==> src/shared/ext_ctrl_map.svh <==
// register offsets, field positions, reset values and timing counts of the control lines
`ifndef EXT_CTRL_MAP_SVH
`define EXT_CTRL_MAP_SVH

// ****************************************
// geometry
// ****************************************
`define LINE_COUNT      5
`define CHAN_COUNT      4
`define ADDR_WIDTH      8

// ****************************************
// byte offsets
// ****************************************
`define OFS_LINE_CFG0   8'h00
`define OFS_STATUS      8'h14
`define OFS_CHAN_ON     8'h18

// ****************************************
// line configuration field positions
// ****************************************
`define FLD_EN          0
`define FLD_DIR         1
`define FLD_MASK_LO     4
`define FLD_TYPE_LO     8
`define FLD_SENS_LO     12
`define FLD_RESP_LO     16
`define FLD_SRC_LO      20
`define FLD_COND        24
`define FLD_POL         28

// ****************************************
// status field positions
// ****************************************
`define FLD_ST_LEVEL_LO 0
`define FLD_ST_HIT_LO   8
`define FLD_ST_DRIVE_LO 16

// ****************************************
// reset values
// ****************************************
`define RST_MASK        4'h1
`define RST_CHAN_ON     4'h0

// ****************************************
// input filter lengths in clock cycles per sensitivity
// ****************************************
`define SENS_HIGH_CYC   5'h01
`define SENS_MID_CYC    5'h04
`define SENS_LOW_CYC    5'h10

`endif

==> src/shared/ext_ctrl_pkg.sv <==
// types of the external control line block
package ext_ctrl_pkg;

    // detection kind of an input line
    typedef enum logic [2:0] {
        DET_RISE   = 3'h0,
        DET_FALL   = 3'h1,
        DET_HIGH   = 3'h2,
        DET_LOW    = 3'h3,
        DET_CHANGE = 3'h4
    } detect_e;

    // input sensitivity
    typedef enum logic [1:0] {
        SENS_HIGH = 2'h0,
        SENS_LOW  = 2'h1,
        SENS_MID  = 2'h2
    } sens_e;

    // channel response
    typedef enum logic [1:0] {
        RESP_OFF    = 2'h0,
        RESP_ON     = 2'h1,
        RESP_TOGGLE = 2'h2
    } resp_e;

    // configuration of one line
    typedef struct packed {
        logic       en;
        logic       dir_out;
        logic [3:0] mask;
        detect_e    det;
        sens_e      sens;
        resp_e      resp;
        logic [1:0] src;
        logic       cond;
        logic       pol;
    } line_cfg_s;

    // per-line channel request from detection
    typedef struct packed {
        logic set_on;
        logic set_off;
        logic toggle;
    } chan_req_s;

endpackage : ext_ctrl_pkg

==> src/rtl/ext_ctrl_io.sv <==
// external control lines: input detection, output reporting, APB registers
//
// The APB interface to the registers and the placing of the registers are this design's own decisions.
`timescale 1ns/1ps
`include "ext_ctrl_map.svh"

module ext_ctrl_io
(
    input  wire logic                     clk_in,
    input  wire logic                     resetn_in,
    input  wire logic                     psel_in,
    input  wire logic                     penable_in,
    input  wire logic                     pwrite_in,
    input  wire logic [`ADDR_WIDTH-1:0]   paddr_in,
    input  wire logic [31:0]              pwdata_in,
    output logic      [31:0]              prdata_out,
    output logic                          pready_out,
    output logic                          pslverr_out,
    input  wire logic [`LINE_COUNT-1:0]   ext_ctrl_line_in,
    output logic      [`LINE_COUNT-1:0]   ext_ctrl_line_out,
    output logic      [`LINE_COUNT-1:0]   ext_ctrl_line_oe_out,
    output logic      [`CHAN_COUNT-1:0]   supply_channel_on_out
);

    // ****************************************
    // functions
    // ****************************************

    // address decode: index 0..4 lines, 5 status, 6 channel, 7 unmapped
    function automatic logic [2:0] reg_index(input logic [`ADDR_WIDTH-1:0] a);
        logic [2:0] idx;
        idx = 3'h7;
        if (a[1:0] == 2'h0 && a <= `OFS_CHAN_ON)
        begin
            idx = a[4:2];
        end
        return idx;
    endfunction : reg_index

    // packs a line configuration into a bus word
    function automatic logic [31:0] cfg_word(input ext_ctrl_pkg::line_cfg_s c);
        logic [31:0] w;
        w = 32'h0000_0000;
        w[`FLD_EN]                 = c.en;
        w[`FLD_DIR]                = c.dir_out;
        w[`FLD_MASK_LO +: 4]       = c.mask;
        w[`FLD_TYPE_LO +: 3]       = c.det;
        w[`FLD_SENS_LO +: 2]       = c.sens;
        w[`FLD_RESP_LO +: 2]       = c.resp;
        w[`FLD_SRC_LO +: 2]        = c.src;
        w[`FLD_COND]               = c.cond;
        w[`FLD_POL]                = c.pol;
        return w;
    endfunction : cfg_word

    // ****************************************
    // state
    // ****************************************
    ext_ctrl_pkg::line_cfg_s  cfg      [`LINE_COUNT];
    ext_ctrl_pkg::line_cfg_s  next_cfg [`LINE_COUNT];
    ext_ctrl_pkg::chan_req_s  req      [`LINE_COUNT];
    logic [`CHAN_COUNT-1:0]   chan_on;
    logic [`CHAN_COUNT-1:0]   next_chan_on;
    logic [`LINE_COUNT-1:0]   level;
    logic [`LINE_COUNT-1:0]   hit;
    logic [`LINE_COUNT-1:0]   drive;
    logic [`LINE_COUNT-1:0]   next_drive;
    logic [`LINE_COUNT-1:0]   oe;
    logic [`LINE_COUNT-1:0]   next_oe;
    logic [31:0]              rdata;
    logic [31:0]              next_rdata;
    logic [2:0]               idx;
    logic                     wr_take;

    assign idx     = reg_index(paddr_in);
    assign wr_take = psel_in & penable_in & pwrite_in;

    // slave always ready; read data captured in the setup cycle
    assign pready_out  = 1'b1;
    assign pslverr_out = psel_in & penable_in & (idx == 3'h7);
    assign prdata_out  = rdata;

    assign ext_ctrl_line_out     = drive;
    assign ext_ctrl_line_oe_out  = oe;
    assign supply_channel_on_out = chan_on;

    // ****************************************
    // per-line input detection and output line drive
    // ****************************************
    genvar gi;
    generate
        for (gi = 0; gi < `LINE_COUNT; gi++)
        begin : g_line
            logic       sync_a;
            logic       sync_b;
            logic       filt;
            logic       next_filt;
            logic       filt_d;
            logic [4:0] cnt;
            logic [4:0] next_cnt;
            logic [4:0] need;
            logic       rise;
            logic       fall;
            logic       act;
            logic       start;

            // filter length from sensitivity; fewer cycles means quicker response
            always_comb
            begin
                case (cfg[gi].sens)
                    ext_ctrl_pkg::SENS_HIGH: need = `SENS_HIGH_CYC;
                    ext_ctrl_pkg::SENS_LOW:  need = `SENS_LOW_CYC;
                    ext_ctrl_pkg::SENS_MID:  need = `SENS_MID_CYC;
                    default:                 need = `SENS_HIGH_CYC;
                endcase
            end

            // filtered value follows the synchronised input once stable long enough
            always_comb
            begin
                next_filt = filt;
                next_cnt  = 5'h00;
                if (sync_b != filt)
                begin
                    if (cnt + 5'h01 >= need)
                    begin
                        next_filt = sync_b;
                    end
                    else
                    begin
                        next_cnt = cnt + 5'h01;
                    end
                end
            end

            // two-stage synchroniser; only sync_b feeds the filter
            always_ff @(posedge clk_in or negedge resetn_in)
            begin
                if (!resetn_in)
                begin
                    sync_a <= 1'b0;
                    sync_b <= 1'b0;
                    filt   <= 1'b0;
                    filt_d <= 1'b0;
                    cnt    <= 5'h00;
                end
                else
                begin
                    sync_a <= ext_ctrl_line_in[gi];
                    sync_b <= sync_a;
                    filt   <= next_filt;
                    filt_d <= filt;
                    cnt    <= next_cnt;
                end
            end

            assign rise = filt & ~filt_d;
            assign fall = ~filt & filt_d;
            assign act  = cfg[gi].en & ~cfg[gi].dir_out;

            // level types repeat on/off each cycle but toggle only once per level
            always_comb
            begin
                hit[gi] = 1'b0;
                start   = 1'b0;
                case (cfg[gi].det)
                    ext_ctrl_pkg::DET_RISE:   begin hit[gi] = rise; start = rise; end
                    ext_ctrl_pkg::DET_FALL:   begin hit[gi] = fall; start = fall; end
                    ext_ctrl_pkg::DET_HIGH:   begin hit[gi] = filt; start = rise; end
                    ext_ctrl_pkg::DET_LOW:    begin hit[gi] = ~filt; start = fall; end
                    ext_ctrl_pkg::DET_CHANGE: begin hit[gi] = rise | fall; start = rise | fall; end
                    default:                  begin hit[gi] = 1'b0; start = 1'b0; end
                endcase
                hit[gi] = hit[gi] & act;
                start   = start & act;
            end

            // channel request of this line
            always_comb
            begin
                req[gi].set_on  = hit[gi] & (cfg[gi].resp == ext_ctrl_pkg::RESP_ON);
                req[gi].set_off = hit[gi] & (cfg[gi].resp == ext_ctrl_pkg::RESP_OFF);
                req[gi].toggle  = start & (cfg[gi].resp == ext_ctrl_pkg::RESP_TOGGLE);
            end

            assign level[gi] = filt;

            // output line: source channel state against condition, then polarity
            always_comb
            begin
                next_oe[gi]    = cfg[gi].en & cfg[gi].dir_out;
                next_drive[gi] = ((chan_on[cfg[gi].src] == cfg[gi].cond)
                                 ^ cfg[gi].pol) & next_oe[gi];
            end
        end
    endgenerate

    // ****************************************
    // configuration, channel state and read data
    // ****************************************

    // configuration writes; a running line takes only its enable bit
    always_comb
    begin
        ext_ctrl_pkg::line_cfg_s c;
        logic [3:0]              m;
        logic [2:0]              t;
        logic [1:0]              s;
        logic [1:0]              r;
        c = cfg[0];
        m = 4'h0;
        t = 3'h0;
        s = 2'h0;
        r = 2'h0;
        for (int i = 0; i < `LINE_COUNT; i++)
        begin
            next_cfg[i] = cfg[i];
            if (wr_take && idx == i[2:0])
            begin
                c    = cfg[i];
                c.en = pwdata_in[`FLD_EN];
                if (!cfg[i].en)
                begin
                    m = pwdata_in[`FLD_MASK_LO +: 4];
                    t = pwdata_in[`FLD_TYPE_LO +: 3];
                    s = pwdata_in[`FLD_SENS_LO +: 2];
                    r = pwdata_in[`FLD_RESP_LO +: 2];
                    c.dir_out = pwdata_in[`FLD_DIR];
                    if (m != 4'h0)
                    begin
                        c.mask = m;
                    end
                    if (t <= 3'(ext_ctrl_pkg::DET_CHANGE))
                    begin
                        c.det = ext_ctrl_pkg::detect_e'(t);
                    end
                    if (s != 2'h3)
                    begin
                        c.sens = ext_ctrl_pkg::sens_e'(s);
                    end
                    if (r != 2'h3)
                    begin
                        c.resp = ext_ctrl_pkg::resp_e'(r);
                    end
                    // any-change keeps only on/off; a refused toggle keeps the previous response, or off if that was toggle
                    if (c.det == ext_ctrl_pkg::DET_CHANGE
                        && c.resp == ext_ctrl_pkg::RESP_TOGGLE)
                    begin
                        c.resp = (cfg[i].resp == ext_ctrl_pkg::RESP_TOGGLE)
                               ? ext_ctrl_pkg::RESP_OFF : cfg[i].resp;
                    end
                    c.src  = pwdata_in[`FLD_SRC_LO +: 2];
                    c.cond = pwdata_in[`FLD_COND];
                    c.pol  = pwdata_in[`FLD_POL];
                end
                next_cfg[i] = c;
            end
        end
    end

    // channel state: software write first, then line requests in line order
    always_comb
    begin
        next_chan_on = chan_on;
        if (wr_take && idx == 3'h6)
        begin
            next_chan_on = pwdata_in[`CHAN_COUNT-1:0];
        end
        for (int i = 0; i < `LINE_COUNT; i++)
        begin
            if (req[i].set_on)
            begin
                next_chan_on = next_chan_on | cfg[i].mask;
            end
            if (req[i].set_off)
            begin
                next_chan_on = next_chan_on & ~cfg[i].mask;
            end
            if (req[i].toggle)
            begin
                next_chan_on = next_chan_on ^ cfg[i].mask;
            end
        end
    end

    // read data captured in the setup cycle so prdata comes from a flop
    always_comb
    begin
        next_rdata = rdata;
        if (psel_in && !penable_in && !pwrite_in)
        begin
            next_rdata = 32'h0000_0000;
            if (idx < 3'h5)
            begin
                next_rdata = cfg_word(cfg[idx]);
            end
            else if (idx == 3'h5)
            begin
                next_rdata[`FLD_ST_LEVEL_LO +: `LINE_COUNT] = level;
                next_rdata[`FLD_ST_HIT_LO +: `LINE_COUNT]   = hit;
                next_rdata[`FLD_ST_DRIVE_LO +: `LINE_COUNT] = drive;
            end
            else if (idx == 3'h6)
            begin
                next_rdata[`CHAN_COUNT-1:0] = chan_on;
            end
        end
    end

    // registers of the shared state
    always_ff @(posedge clk_in or negedge resetn_in)
    begin
        if (!resetn_in)
        begin
            for (int i = 0; i < `LINE_COUNT; i++)
            begin
                cfg[i] <= '{en: 1'b0, dir_out: 1'b0, mask: `RST_MASK,
                           det: ext_ctrl_pkg::DET_RISE, sens: ext_ctrl_pkg::SENS_HIGH,
                           resp: ext_ctrl_pkg::RESP_OFF, src: 2'h0, cond: 1'b1,
                           pol: 1'b0};
            end
            chan_on <= `RST_CHAN_ON;
            drive   <= 5'h00;
            oe      <= 5'h00;
            rdata   <= 32'h0000_0000;
        end
        else
        begin
            for (int i = 0; i < `LINE_COUNT; i++)
            begin
                cfg[i] <= next_cfg[i];
            end
            chan_on <= next_chan_on;
            drive   <= next_drive;
            oe      <= next_oe;
            rdata   <= next_rdata;
        end
    end

endmodule : ext_ctrl_io

==> config.mk <==
export PLATFORM = sky130hd
export DESIGN_NAME = ext_ctrl_io
export DESIGN_NICKNAME = d
export VERILOG_FILES = /design/src/shared/ext_ctrl_pkg.sv /design/src/rtl/ext_ctrl_io.sv
export VERILOG_INCLUDE_DIRS = /design/src /design/src/shared
export SDC_FILE = /design/constraint.sdc
export NUM_CORES = 1
export LEC_CHECK = 0
export BUFFER_PORTS_ARGS = -buffer_cell sky130_fd_sc_hd__buf_2
export CAP_MARGIN = 20
export CORE_MARGIN = 2
export CORE_UTILIZATION = 55
export DETAILED_ROUTE_END_ITERATION = 10
export PLACE_DENSITY = 0.75
export SYNTH_ARGS = -nofsm -noshare
export SYNTH_HDL_FRONTEND = slang
export SYNTH_SLANG_ARGS = --single-unit
==> constraint.sdc <==
create_clock -name clk_in -period 4.4 [get_ports clk_in]
set_input_delay 0.88 -clock clk_in [delete_from_list [all_inputs] [get_ports clk_in]]
set_output_delay 0.88 -clock clk_in [all_outputs]
set_load 0.01 [all_outputs]
* Word level (Yosys, flattened, before mapping)
Index checks and enable logic that the tools add are counted.
** Word-level totals
- Memory bits (writable) :: 0
- Bits of input ports :: 50
- ROM bits :: 0
- Word-level logic and storage cells :: 441
- Register bits after elaboration :: 176
- Memories kept :: 0
- Bits in latches :: 0
- Output and inout port bits :: 48
** Operators by class
- $mul :: 0
- Magnitude comparators :: 14
- Reductions and logical operators :: 64
- Divide/modulo/power cells :: 0
- Bitwise logic cells :: 104
- $add $sub $neg :: 5
- Muxes and demuxes :: 106
- Shifts and indexed selects :: 0
- Eq/ne operators :: 74
** Operators by type and width (number)
- 2-to-1 mux 5 bit :: 15
- 2-to-1 mux 4 bit :: 18
- AND 1 bit :: 53
- binary-select mux 17 bit (select 3 bit) :: 1
- 2-to-1 mux 3 bit :: 17
- 2-to-1 mux 2 bit :: 25
- case mux 5 bit (2 select lines) :: 5
- AND reduction 3 bit :: 15
- == test 3 bit, second input constant :: 14
- == test 3 x 2 -> 1 bit, second input constant :: 12
- 2-to-1 mux 17 bit :: 2
- == test 2 bit, second input constant :: 15
- adder 5 x 1 -> 5 bit, second input constant :: 5
- >= comparator 5 bit :: 5
- case mux 1 bit (5 select lines) :: 5
- AND 4 bit :: 5
- == test 2 x 1 -> 1 bit, second input constant :: 10
- NOT 1 bit :: 20
- NOT 4 bit :: 5
- bitwise OR 4 bit :: 5
- AND reduction 2 bit :: 10
- OR reduction 2 bit :: 10
- XOR 4 bit :: 5
- == test 3 x 1 -> 1 bit, second input constant :: 6
- 21 further kinds :: 84

* Longest topological paths before layout
Gate-level depths: netlist of run 1.
- Depth in word-level cells :: 36
- Depth in mapped cells :: 12
- Mapped depth without buffers :: 11

* Least setup slack after synthesis of run 1
OpenSTA, ideal clock, no wires.
- Path type :: input -> register
- From :: input port paddr_in[3]
- To :: register chan_on[2] (netlist: supply_channel_on_out[2])
- Path slack :: 1006 ps
- Required time :: 4324 ps
- Stages on the path :: 10
- Data arrival time :: 3318 ps
- Buffers on the path :: 1
- Setup time :: 76 ps
- Cells stage by stage :: buf_4 > nor2b_1 > nand4_2 > mux2i_4 > or3_1 > a32o_1 > and4_4 > or4_4 > and3_4 > o21ai_1
** Between the ends
- Cells in the longest elaborated chain, start to end :: 36
** Ends and longest elaborated chain
- start, declared :: line ext_ctrl_io.sv:14 : input wire logic [`ADDR_WIDTH-1:0] paddr_in,
- less-or-equal comparator 8 x 5 -> 1 bit (no source line)
- logical AND 1 bit (no source line)
- 2-to-1 mux 3 bit (*) :: line ext_ctrl_io.sv:33 : if (a[1:0] == 2'h0 && a <= `OFS_CHAN_ON)
- == test 3 bit (*) :: line ext_ctrl_io.sv:265 : if (wr_take && idx == 3'h6)
- logical AND 1 bit (*) :: line ext_ctrl_io.sv:265
- 2-to-1 mux 4 bit (*) :: line ext_ctrl_io.sv:265
- bitwise OR 4 bit :: line ext_ctrl_io.sv:273 : next_chan_on = next_chan_on | cfg[i].mask;
- 2-to-1 mux 4 bit (*) :: line ext_ctrl_io.sv:271 : if (req[i].set_on)
- (+21 left out)
- 2-to-1 mux 4 bit (*) :: line ext_ctrl_io.sv:279 : if (req[i].toggle)
- bitwise OR 4 bit :: line ext_ctrl_io.sv:273
- 2-to-1 mux 4 bit (*) :: line ext_ctrl_io.sv:271
- AND 4 bit :: line ext_ctrl_io.sv:277 : next_chan_on = next_chan_on & ~cfg[i].mask;
- 2-to-1 mux 4 bit (*) :: line ext_ctrl_io.sv:275 : if (req[i].set_off)
- XOR 4 bit :: line ext_ctrl_io.sv:281 : next_chan_on = next_chan_on ^ cfg[i].mask;
- 2-to-1 mux 4 bit (*) :: line ext_ctrl_io.sv:279
- via next_chan_on[2] :: line ext_ctrl_io.sv:63 : logic [`CHAN_COUNT-1:0] next_chan_on;
- end signal, assigned :: line ext_ctrl_io.sv:322 : chan_on <= `RST_CHAN_ON;
- end signal, assigned :: line ext_ctrl_io.sv:333 : chan_on <= next_chan_on;
- end, declared :: line ext_ctrl_io.sv:62 : logic [`CHAN_COUNT-1:0] chan_on;
The timed path passes the listed nets; every way through them passes the cells marked *.
A chain may end at the register's enable or synchronous reset.

* Worst setup path after layout of run 1
- From :: register g_line[0].filt
- To :: register chan_on[0] (netlist: supply_channel_on_out[0])
** Between the ends
- Cells in the longest elaborated chain, start to end :: 35
- Elaborated cells on any way between the ends :: 40
- Classes of those cells :: mux (17); bitwise (23)
** Ends and longest elaborated chain
- start, declared :: line ext_ctrl_io.sv:96 : logic filt;
- start signal, assigned :: line ext_ctrl_io.sv:151 : filt <= next_filt;
- NOT 1 bit :: line ext_ctrl_io.sv:158, ext_ctrl_io.sv:170
- AND 1 bit :: line ext_ctrl_io.sv:158 : assign fall = ~filt & filt_d;
- bitwise OR 1 bit :: line ext_ctrl_io.sv:171 : ext_ctrl_pkg::DET_CHANGE: begin hit[gi] = rise | fall; start = rise | fall; end
- case mux 1 bit (5 select lines) :: line ext_ctrl_io.sv:166 : case (cfg[gi].det)
- AND 1 bit :: line ext_ctrl_io.sv:174 : hit[gi] = hit[gi] & act;
- AND 1 bit :: line ext_ctrl_io.sv:181 : req[gi].set_on = hit[gi] & (cfg[gi].resp == ext_ctrl_pkg::RESP_ON);
- 2-to-1 mux 4 bit :: line ext_ctrl_io.sv:271
- AND 4 bit :: line ext_ctrl_io.sv:277
- (+20 left out)
- 2-to-1 mux 4 bit (*) :: line ext_ctrl_io.sv:279
- bitwise OR 4 bit :: line ext_ctrl_io.sv:273
- 2-to-1 mux 4 bit (*) :: line ext_ctrl_io.sv:271
- AND 4 bit :: line ext_ctrl_io.sv:277
- 2-to-1 mux 4 bit (*) :: line ext_ctrl_io.sv:275
- XOR 4 bit :: line ext_ctrl_io.sv:281
- 2-to-1 mux 4 bit (*) :: line ext_ctrl_io.sv:279
- via next_chan_on[0] :: line ext_ctrl_io.sv:63
Marked as above.

==> qor.yml, run 1 <==
setup_path:
  cp_slowest_cell: "dfrtp_1"
  critPathRequiredTime_ns: 4.71
  cp_max_fo: 9
  path_cells: "inv_1, ha_1, or4b_1, o22ai_1, and3_1, nor3_1, nor4_1, o21a_1, o31ai_1, o31a_1, a311o_1"
  start_kind: "flip-flop"
  cp-end-kind: "flip-flop"
  max_stage_delay_ns: 0.58
  crit_arrival_ns: 3.95
  critPathKind: "flip-flop to flip-flop"
sta:
  slew_viol_final: 0
  finalWorstSetupSlack_ns: 0.764
  whs_ns: 0.349
  relSlewSlack_pct: 38.8
  fin_skew_ns: 0.00939
  setup_violations: 0
  hold_viol_final: 0
  worst_pin_slew_ns: 0.915
  tns_ns: 0
  max_freq_mhz: 275
  rsz0062_at_grt: "no"
  period_needed_ns: 3.64
  fin_crit_sh_pct: 82.6
clock_network:
  cts_resized: 0
  h-tree-depth: 4
  clk_latency_ns: 0.44
  cts_root_buffer: "clkbuf_16"
  post_cts_buffers: 0
  holdBufCountCts: 0
  cts.sinks: 166
  cts_tree: "yes"
  cts_made_buffers: 17
  clock_path_buffers: 2
  clkSlewWorstSetupHoldPaths_ns: 0.07
synth:
  synth_cell_type_count: 75
  ys_ff_latch: 166
  postSynthAreaPerCell_um2: 9.53
  synth_area_um2: 9400
  ys_async_sr_fraction_pct: 100
  synth_edf_count: 0
  synth_top_flop_cell: "dfrtp_1"
  syn_inst: 987
  synth-warning-count: 0
  yosysTopAreaCell: "dfrtp_1"
  synth.area.top_cells: "dfrtp_1 42%, nand2_1 6.7%, ha_1 5.3%, dfstp_2 2.8%, nor2_1 2.6%"
  netlist.area_leader.share_pct: 41.5
  synth-seq-area-share_pct: 44.3
power:
  netSwitchingFraction_pct: 28.8
  power_density_nw_per_um2: 358
  pwr-share-clk_pct: 40.3
  p_int_w: 0.00270
  netSwitchingPower_w: 0.00109
  vdd_drop_max_v: 0.000284
  power.leakage_nw: 4.98
  p_comb_share_pct: 13.7
  pwr-share-seq_pct: 46.1
floorplanning:
  dieArea_um2: 18200
  die_h_um: 135
  die-width_um: 135
  start_util_pct: 56.5
  core.rowCount: 47
  io_pins: 98
  coreArea_um2: 16600
layout:
  drive_gt1_share_pct: 16.7
  area_growth_pct: 12.7
  register_area_um2: 4170
  stdcell_count: 1295
  multiInputGateArea_um2: 4910
  utilization_pct: 63.7
  nFillCells: 1346
  final_net_count: 1152
  antenna_cells: 0
routing:
  vias: 7926
  drc: 0
  wl_per_cell_um: 19.2
  via_per_inst: 6.12
  ant_nets: 0
  dr.first_iter.drc_count: 830
  drt-pass1-iter-count: 7
  route.final.wire_length_um: 24900
status:
  status: "completed"
global_routing:
  antenna_found_initial: 0
  track_usage_pct: 28.4
  grt_pass1_wl_um: 40100
  grt_max_degree: 85
  grt-ovfl-total: 0
  grt_pass1_vias: 7683
flow_run:
  cap_viol_max_count: 0
worst_hold_path:
  hold_class: "flip-flop to flip-flop"
placed_design:
  dp_hpwl_um: 18100
  pre_cts_ws_ns: 0.629
  gp_congestion: 0.982
  io_buffers: 73
  dp.cells: 1263
per-layer routing:
metal | vias up | share of wire (%) | track usage (%)
met1 | 3789 | 42 | 38.9
met4 | 0 | 3.0 | 12.3
met3 | 66 | 9.4 | 5.59
met2 | 413 | 45 | 44.3
li1 | 3658 | - | -
met5 | - | 0 | 0
layout by cell type, fill, tap and decap left out, types with 12 or more instances in the layout:
| cell | netlist | layout |
|---|---|---|
| nand2_1 | 167 | 167 |
| dfrtp_1 | 156 | 156 |
| buf_2 | 0 | 72 |
| nor2_1 | 64 | 64 |
| a21oi_1 | 45 | 45 |
| ha_1 | 40 | 40 |
| inv_1 | 39 | 39 |
| o21ai_0 | 32 | 32 |
| a22o_1 | 27 | 27 |
| and3_1 | 26 | 26 |
| o21ai_1 | 24 | 24 |
| xor2_1 | 21 | 21 |
| nand3_1 | 20 | 20 |
| nand2b_1 | 19 | 19 |
| and2_1 | 18 | 18 |
| clkbuf_16 | 0 | 17 |
| buf_4 | 12 | 17 |
| a211oi_1 | 16 | 16 |
| nor3_1 | 16 | 16 |
| mux2_2 | 16 | 16 |
| xnor2_1 | 13 | 13 |
| nor2b_1 | 13 | 13 |
| mux2i_1 | 12 | 12 |
power groups by stage:
stage,combinational [W],sequential (W),clock (W)
2_1_floorplan,0.000367,0.00173,0
3_3_place_gp,0.000495,0.00177,0
3_5_place_dp,0.000515,0.00177,0
4_1_cts,0.000521,0.00175,0.00153
5_1_grt,0.000597,0.00176,0.00160
6_report,0.000518,0.00175,0.00153
cell usage after synthesis (all sizes together) (12+ instances only):
cell and instances:
nand2 167, dfrtp 156, nor2 64, o21ai 56, a21oi 45, ha 40, inv 39, and3 28
a22o 27, clkbuf 26, mux2 25, xor2 21, nand3 20, and2 19, nand2b 19, buf 17
nor3 17, a211oi 16, mux2i 14, nor2b 13, xnor2 13, or2 12
path summary, 6_finish.rpt:
check	cells after the start	startpoint	slack (ns)	to
min in group asynchronous	1	resetn_in	0.46	g_line[2].sync_a
setup reg to reg	11	g_line[0].filt	0.76	supply_channel_on_out[0]
hold / removal	0	g_line[3].sync_a	0.35	g_line[3].sync_b
max in group asynchronous	2	resetn_in	3.00	cfg[28]
setup / recovery	11	g_line[0].filt	0.76	supply_channel_on_out[0]
hold reg to reg	0	g_line[3].sync_a	0.35	g_line[3].sync_b
per-stage QoR:
step / cell area [um2] / power (W)
after detailed placement: 10000 / 0.00229
after global routing: 10600 / 0.00396
final: 10600 / 0.00379
after global placement: 10000 / 0.00226
after floorplan: 9440 / 0.00209
after CTS: 10600 / 0.00380
flip-flops by register name (all words and copies together) (netlist names):
register               cells
cfg                       85
ext_ctrl_line_oe_out       5
ext_ctrl_line_out          5
g_line.cnt                25
g_line.filt                5
g_line.filt_d              5
g_line.sync_a              5
g_line.sync_b              5
prdata_out                22
supply_channel_on_out      4
critical path, delay by kind of cell, from the launching register on:
family / cells / cell delay, ns
AO/OA/AOI/OAI: 5 / 1.11
adder cells (fa/ha/maj): 1 / 0.32
flip-flops: 1 / 0.58
buffers and inverters: 1 / 0.09
AND/OR/NAND/NOR: 4 / 1.40
final cells by class:
cell class | count | share of cell area [%]
Inverter | 39 | 1.38
Sequential cell | 166 | 39.3
Multi-Input combinational cell | 748 | 46.3
Tap cell | 220 | 2.60
Clock inverter | 14 | 1.51
Timing Repair Buffer | 90 | 4.71
Clock buffer | 18 | 4.14
cells by family after synthesis:
logic type               share of synthesized area, %
AO/OA/AOI/OAI                                    16.4
other                                          0.0799
adder cells (fa/ha/maj)                          5.32
flip-flops                                       44.3
buffers and inverters                            3.91
multiplexers                                     6.43
XOR/XNOR                                         3.17
AND/OR/NAND/NOR                                  20.4
(Power assumes the default switching activity.)
==> run 2: changes to the inputs <==
--- a/config.mk
+++ b/config.mk
@@ -6,6 +6,7 @@
 export SDC_FILE = /design/constraint.sdc
 export NUM_CORES = 1
 export LEC_CHECK = 0
+export ABC_AREA = 1
 export BUFFER_PORTS_ARGS = -buffer_cell sky130_fd_sc_hd__buf_2
 export CAP_MARGIN = 20
 export CORE_MARGIN = 2
==> constraint.sdc (replaced) <==
create_clock -name clk_in -period 3.5 [get_ports clk_in]
set_input_delay 0.7 -clock clk_in [delete_from_list [all_inputs] [get_ports clk_in]]
set_output_delay 0.7 -clock clk_in [all_outputs]
set_load 0.01 [all_outputs]
==> qor.yml, run 2 <==
layout:
  drive_gt1_share_pct: 14.4
  final_common_cell: "nand2_1"
  layout_common_cells: "230 x nand2_1, 170 x inv_1, 156 x dfrtp_1"
  largest_reg_flops: 85
  final_net_count: 1365
  antenna_cells: 0
  nFillCells: 1486
  area_growth_pct: 14.0
  utilization_pct: 64.4
  regMostFlops: "cfg"
synth:
  syn_inst: 1184
  ys_async_sr_fraction_pct: 100
  synth_cell_type_count: 45
  yosysTopAreaCell: "dfrtp_1"
  synth_common_cells: "230 x nand2_1, 170 x inv_1, 156 x dfrtp_1, 106 x o21ai_0, 85 x nor2_1"
  synth_top_flop_cell: "dfrtp_1"
  synth-seq-area-share_pct: 44.2
  postSynthAreaPerCell_um2: 7.97
  synth-warning-count: 0
  synth.most_common_cell: "nand2_1"
  synth_area_um2: 9430
  netlist.area_leader.share_pct: 41.4
  synth_edf_count: 0
  synth.area.top_cells: "dfrtp_1 41%, nand2_1 9.2%, inv_1 6.8%, o21ai_0 5.6%, ha_1 5.3%"
  ys_ff_latch: 166
setup_path:
  critPathKind: "flip-flop to flip-flop"
  ff2ff_path_depth: 22
  crit_arrival_ns: 3.32
  start_kind: "flip-flop"
  cp_max_fo: 6
  critPathRequiredTime_ns: 3.83
  regToRegSetupSlack_ns: 0.51
  cp-end-kind: "flip-flop"
global_routing:
  antenna_found_initial: 0
  grt-ovfl-total: 0
  grt_pass1_wl_um: 42300
  grt_pass1_vias: 8203
  grt_max_degree: 56
  track_usage_pct: 30.3
clock_network:
  clk_latency_ns: 0.43
  cts_resized: 0
  clkSlewWorstSetupHoldPaths_ns: 0.06
  cts_root_buffer: "clkbuf_16"
  cts.sinks: 166
  clock_path_buffers: 2
  cts_tree: "yes"
  holdBufCountCts: 0
  post_cts_buffers: 0
  h-tree-depth: 4
  cts_made_buffers: 17
sta:
  fin_crit_sh_pct: 85.4
  fin_skew_ns: 0.00669
  setup_violations: 0
  relSlewSlack_pct: 60.3
  slew_viol_final: 0
  tns_ns: 0
  period_needed_ns: 2.99
  worst_pin_slew_ns: 0.593
  hold_viol_final: 0
  max_freq_mhz: 334
  rsz0062_at_grt: "no"
placed_design:
  gp_congestion: 0.961
  dp_hpwl_um: 19500
  io_buffers: 73
floorplanning:
  die_h_um: 135
  core.rowCount: 47
  die-width_um: 135
  coreArea_um2: 16700
  start_util_pct: 56.5
  io_pins: 98
  dieArea_um2: 18200
power:
  vdd_drop_max_v: 0.000347
  power_density_nw_per_um2: 429
  power.leakage_nw: 5.25
status:
  status: "completed"
routing:
  dr.first_iter.drc_count: 855
  drc: 0
  route.final.wire_length_um: 26400
  via_per_inst: 5.69
  wl_per_cell_um: 17.5
  ant_nets: 0
  vias: 8576
  drt-pass1-iter-count: 6
worst_hold_path:
  hold_class: "input port to async pin"
flow_run:
  cap_viol_max_count: 0
[run 2: cell types whose count changed in the layout (fill, tap and decap cells not counted), sizes merged, moves of 15 or more]
cell and delta:
o22ai +16, a22o -27, nor3 +15, a211oi -16, and3 -27, o21ai +79
inv +146, nor2 +29, nand3 +60, nand2 +67, and2 -19, nand2b -19
mux2 -23
[run 2: worst paths after layout]
path	start	endpoint
worst min register to register	g_line[4].sync_a	g_line[4].sync_b
max in group asynchronous	resetn_in	cfg[52]
worst max register to register	g_line[1].filt	supply_channel_on_out[2]
worst min-delay path	resetn_in	ext_ctrl_line_out[3]
worst max-delay path	g_line[1].filt	supply_channel_on_out[2]
min in group clk_in	g_line[4].sync_a	g_line[4].sync_b
[run 2: worst max-delay path, stage by stage, from the launching register on]
cell	delay, ns
dfrtp_1	0.56
inv_1	0.22
ha_1	0.33
nor2_1	0.10
nand3_1	0.07
o21ai_1	0.10
inv_2	0.06
nand2_1	0.05
nand2_1	0.08
nor3_1	0.38
nand2_1	0.13
nand3_1	0.13
nand3_2	0.09
nand2_1	0.06
nand2_1	0.06
nand3_2	0.06
nand2_1	0.05
nand2_1	0.06
nand3_2	0.06
nand2_1	0.06
nand2_1	0.05
nand2_1	0.07
inv_1	0.05
[run 2: through the flow]
| step | std cells | hold slack [ns] | instance area (um2) | total power, W | setup slack (ns) |
|---|---|---|---|---|---|
| after floorplan | 1193 | 0.331 | 9470 | 0.00240 | 1.00 |
| after global routing | 1508 | 0.235 | 10800 | 0.00478 | 0.151 |
| final | 1508 | 0.208 | 10800 | 0.00462 | 0.510 |
| after CTS | 1508 | 0.217 | 10800 | 0.00463 | 0.582 |
| after global placement | 1476 | 0.333 | 10100 | 0.00258 | 0.614 |
| after detailed placement | 1476 | 0.336 | 10100 | 0.00260 | 0.565 |
[run 2: power breakdown]
part,internal [W],switching [W]
Combinational,0.000181,0.000290
Clock,0.00125,0.000790
Sequential,0.00201,0.0000910
Total,0.00344,0.00117
[run 2: area by class of cell]
cell class,count,area (um2),area share [%]
clock buffers,21,470,4.37
repair buffers,91,519,4.83
flip-flops and latches,166,4170,38.7
well taps,220,275,2.56
multi-input cells,809,4440,41.3
clock inverters,11,170,1.58
inverters,190,713,6.63
[run 2: metal layers]
layer | global-route usage [%] | vias up | part of all wire (%)
li1 | - | 4073 | -
met1 | 42.3 | 4042 | 43
met2 | 47.7 | 392 | 46
met3 | 5.03 | 69 | 8.5
met4 | 11.3 | 0 | 3.0
met5 | 0 | - | 0
[run 2: cells by family (layout without fill, tap and decap cells)]
logic type	count (synthesis)	count (layout)	synth area share, %
mux	2	2	0.239
compound gates	260	260	15.9
fa+ha+maj	40	40	5.31
xor+xnor	25	25	2.32
flops	166	166	44.2
other cells	2	11	0.0796
simple gates	471	471	22.8
buf+inv	218	313	9.17
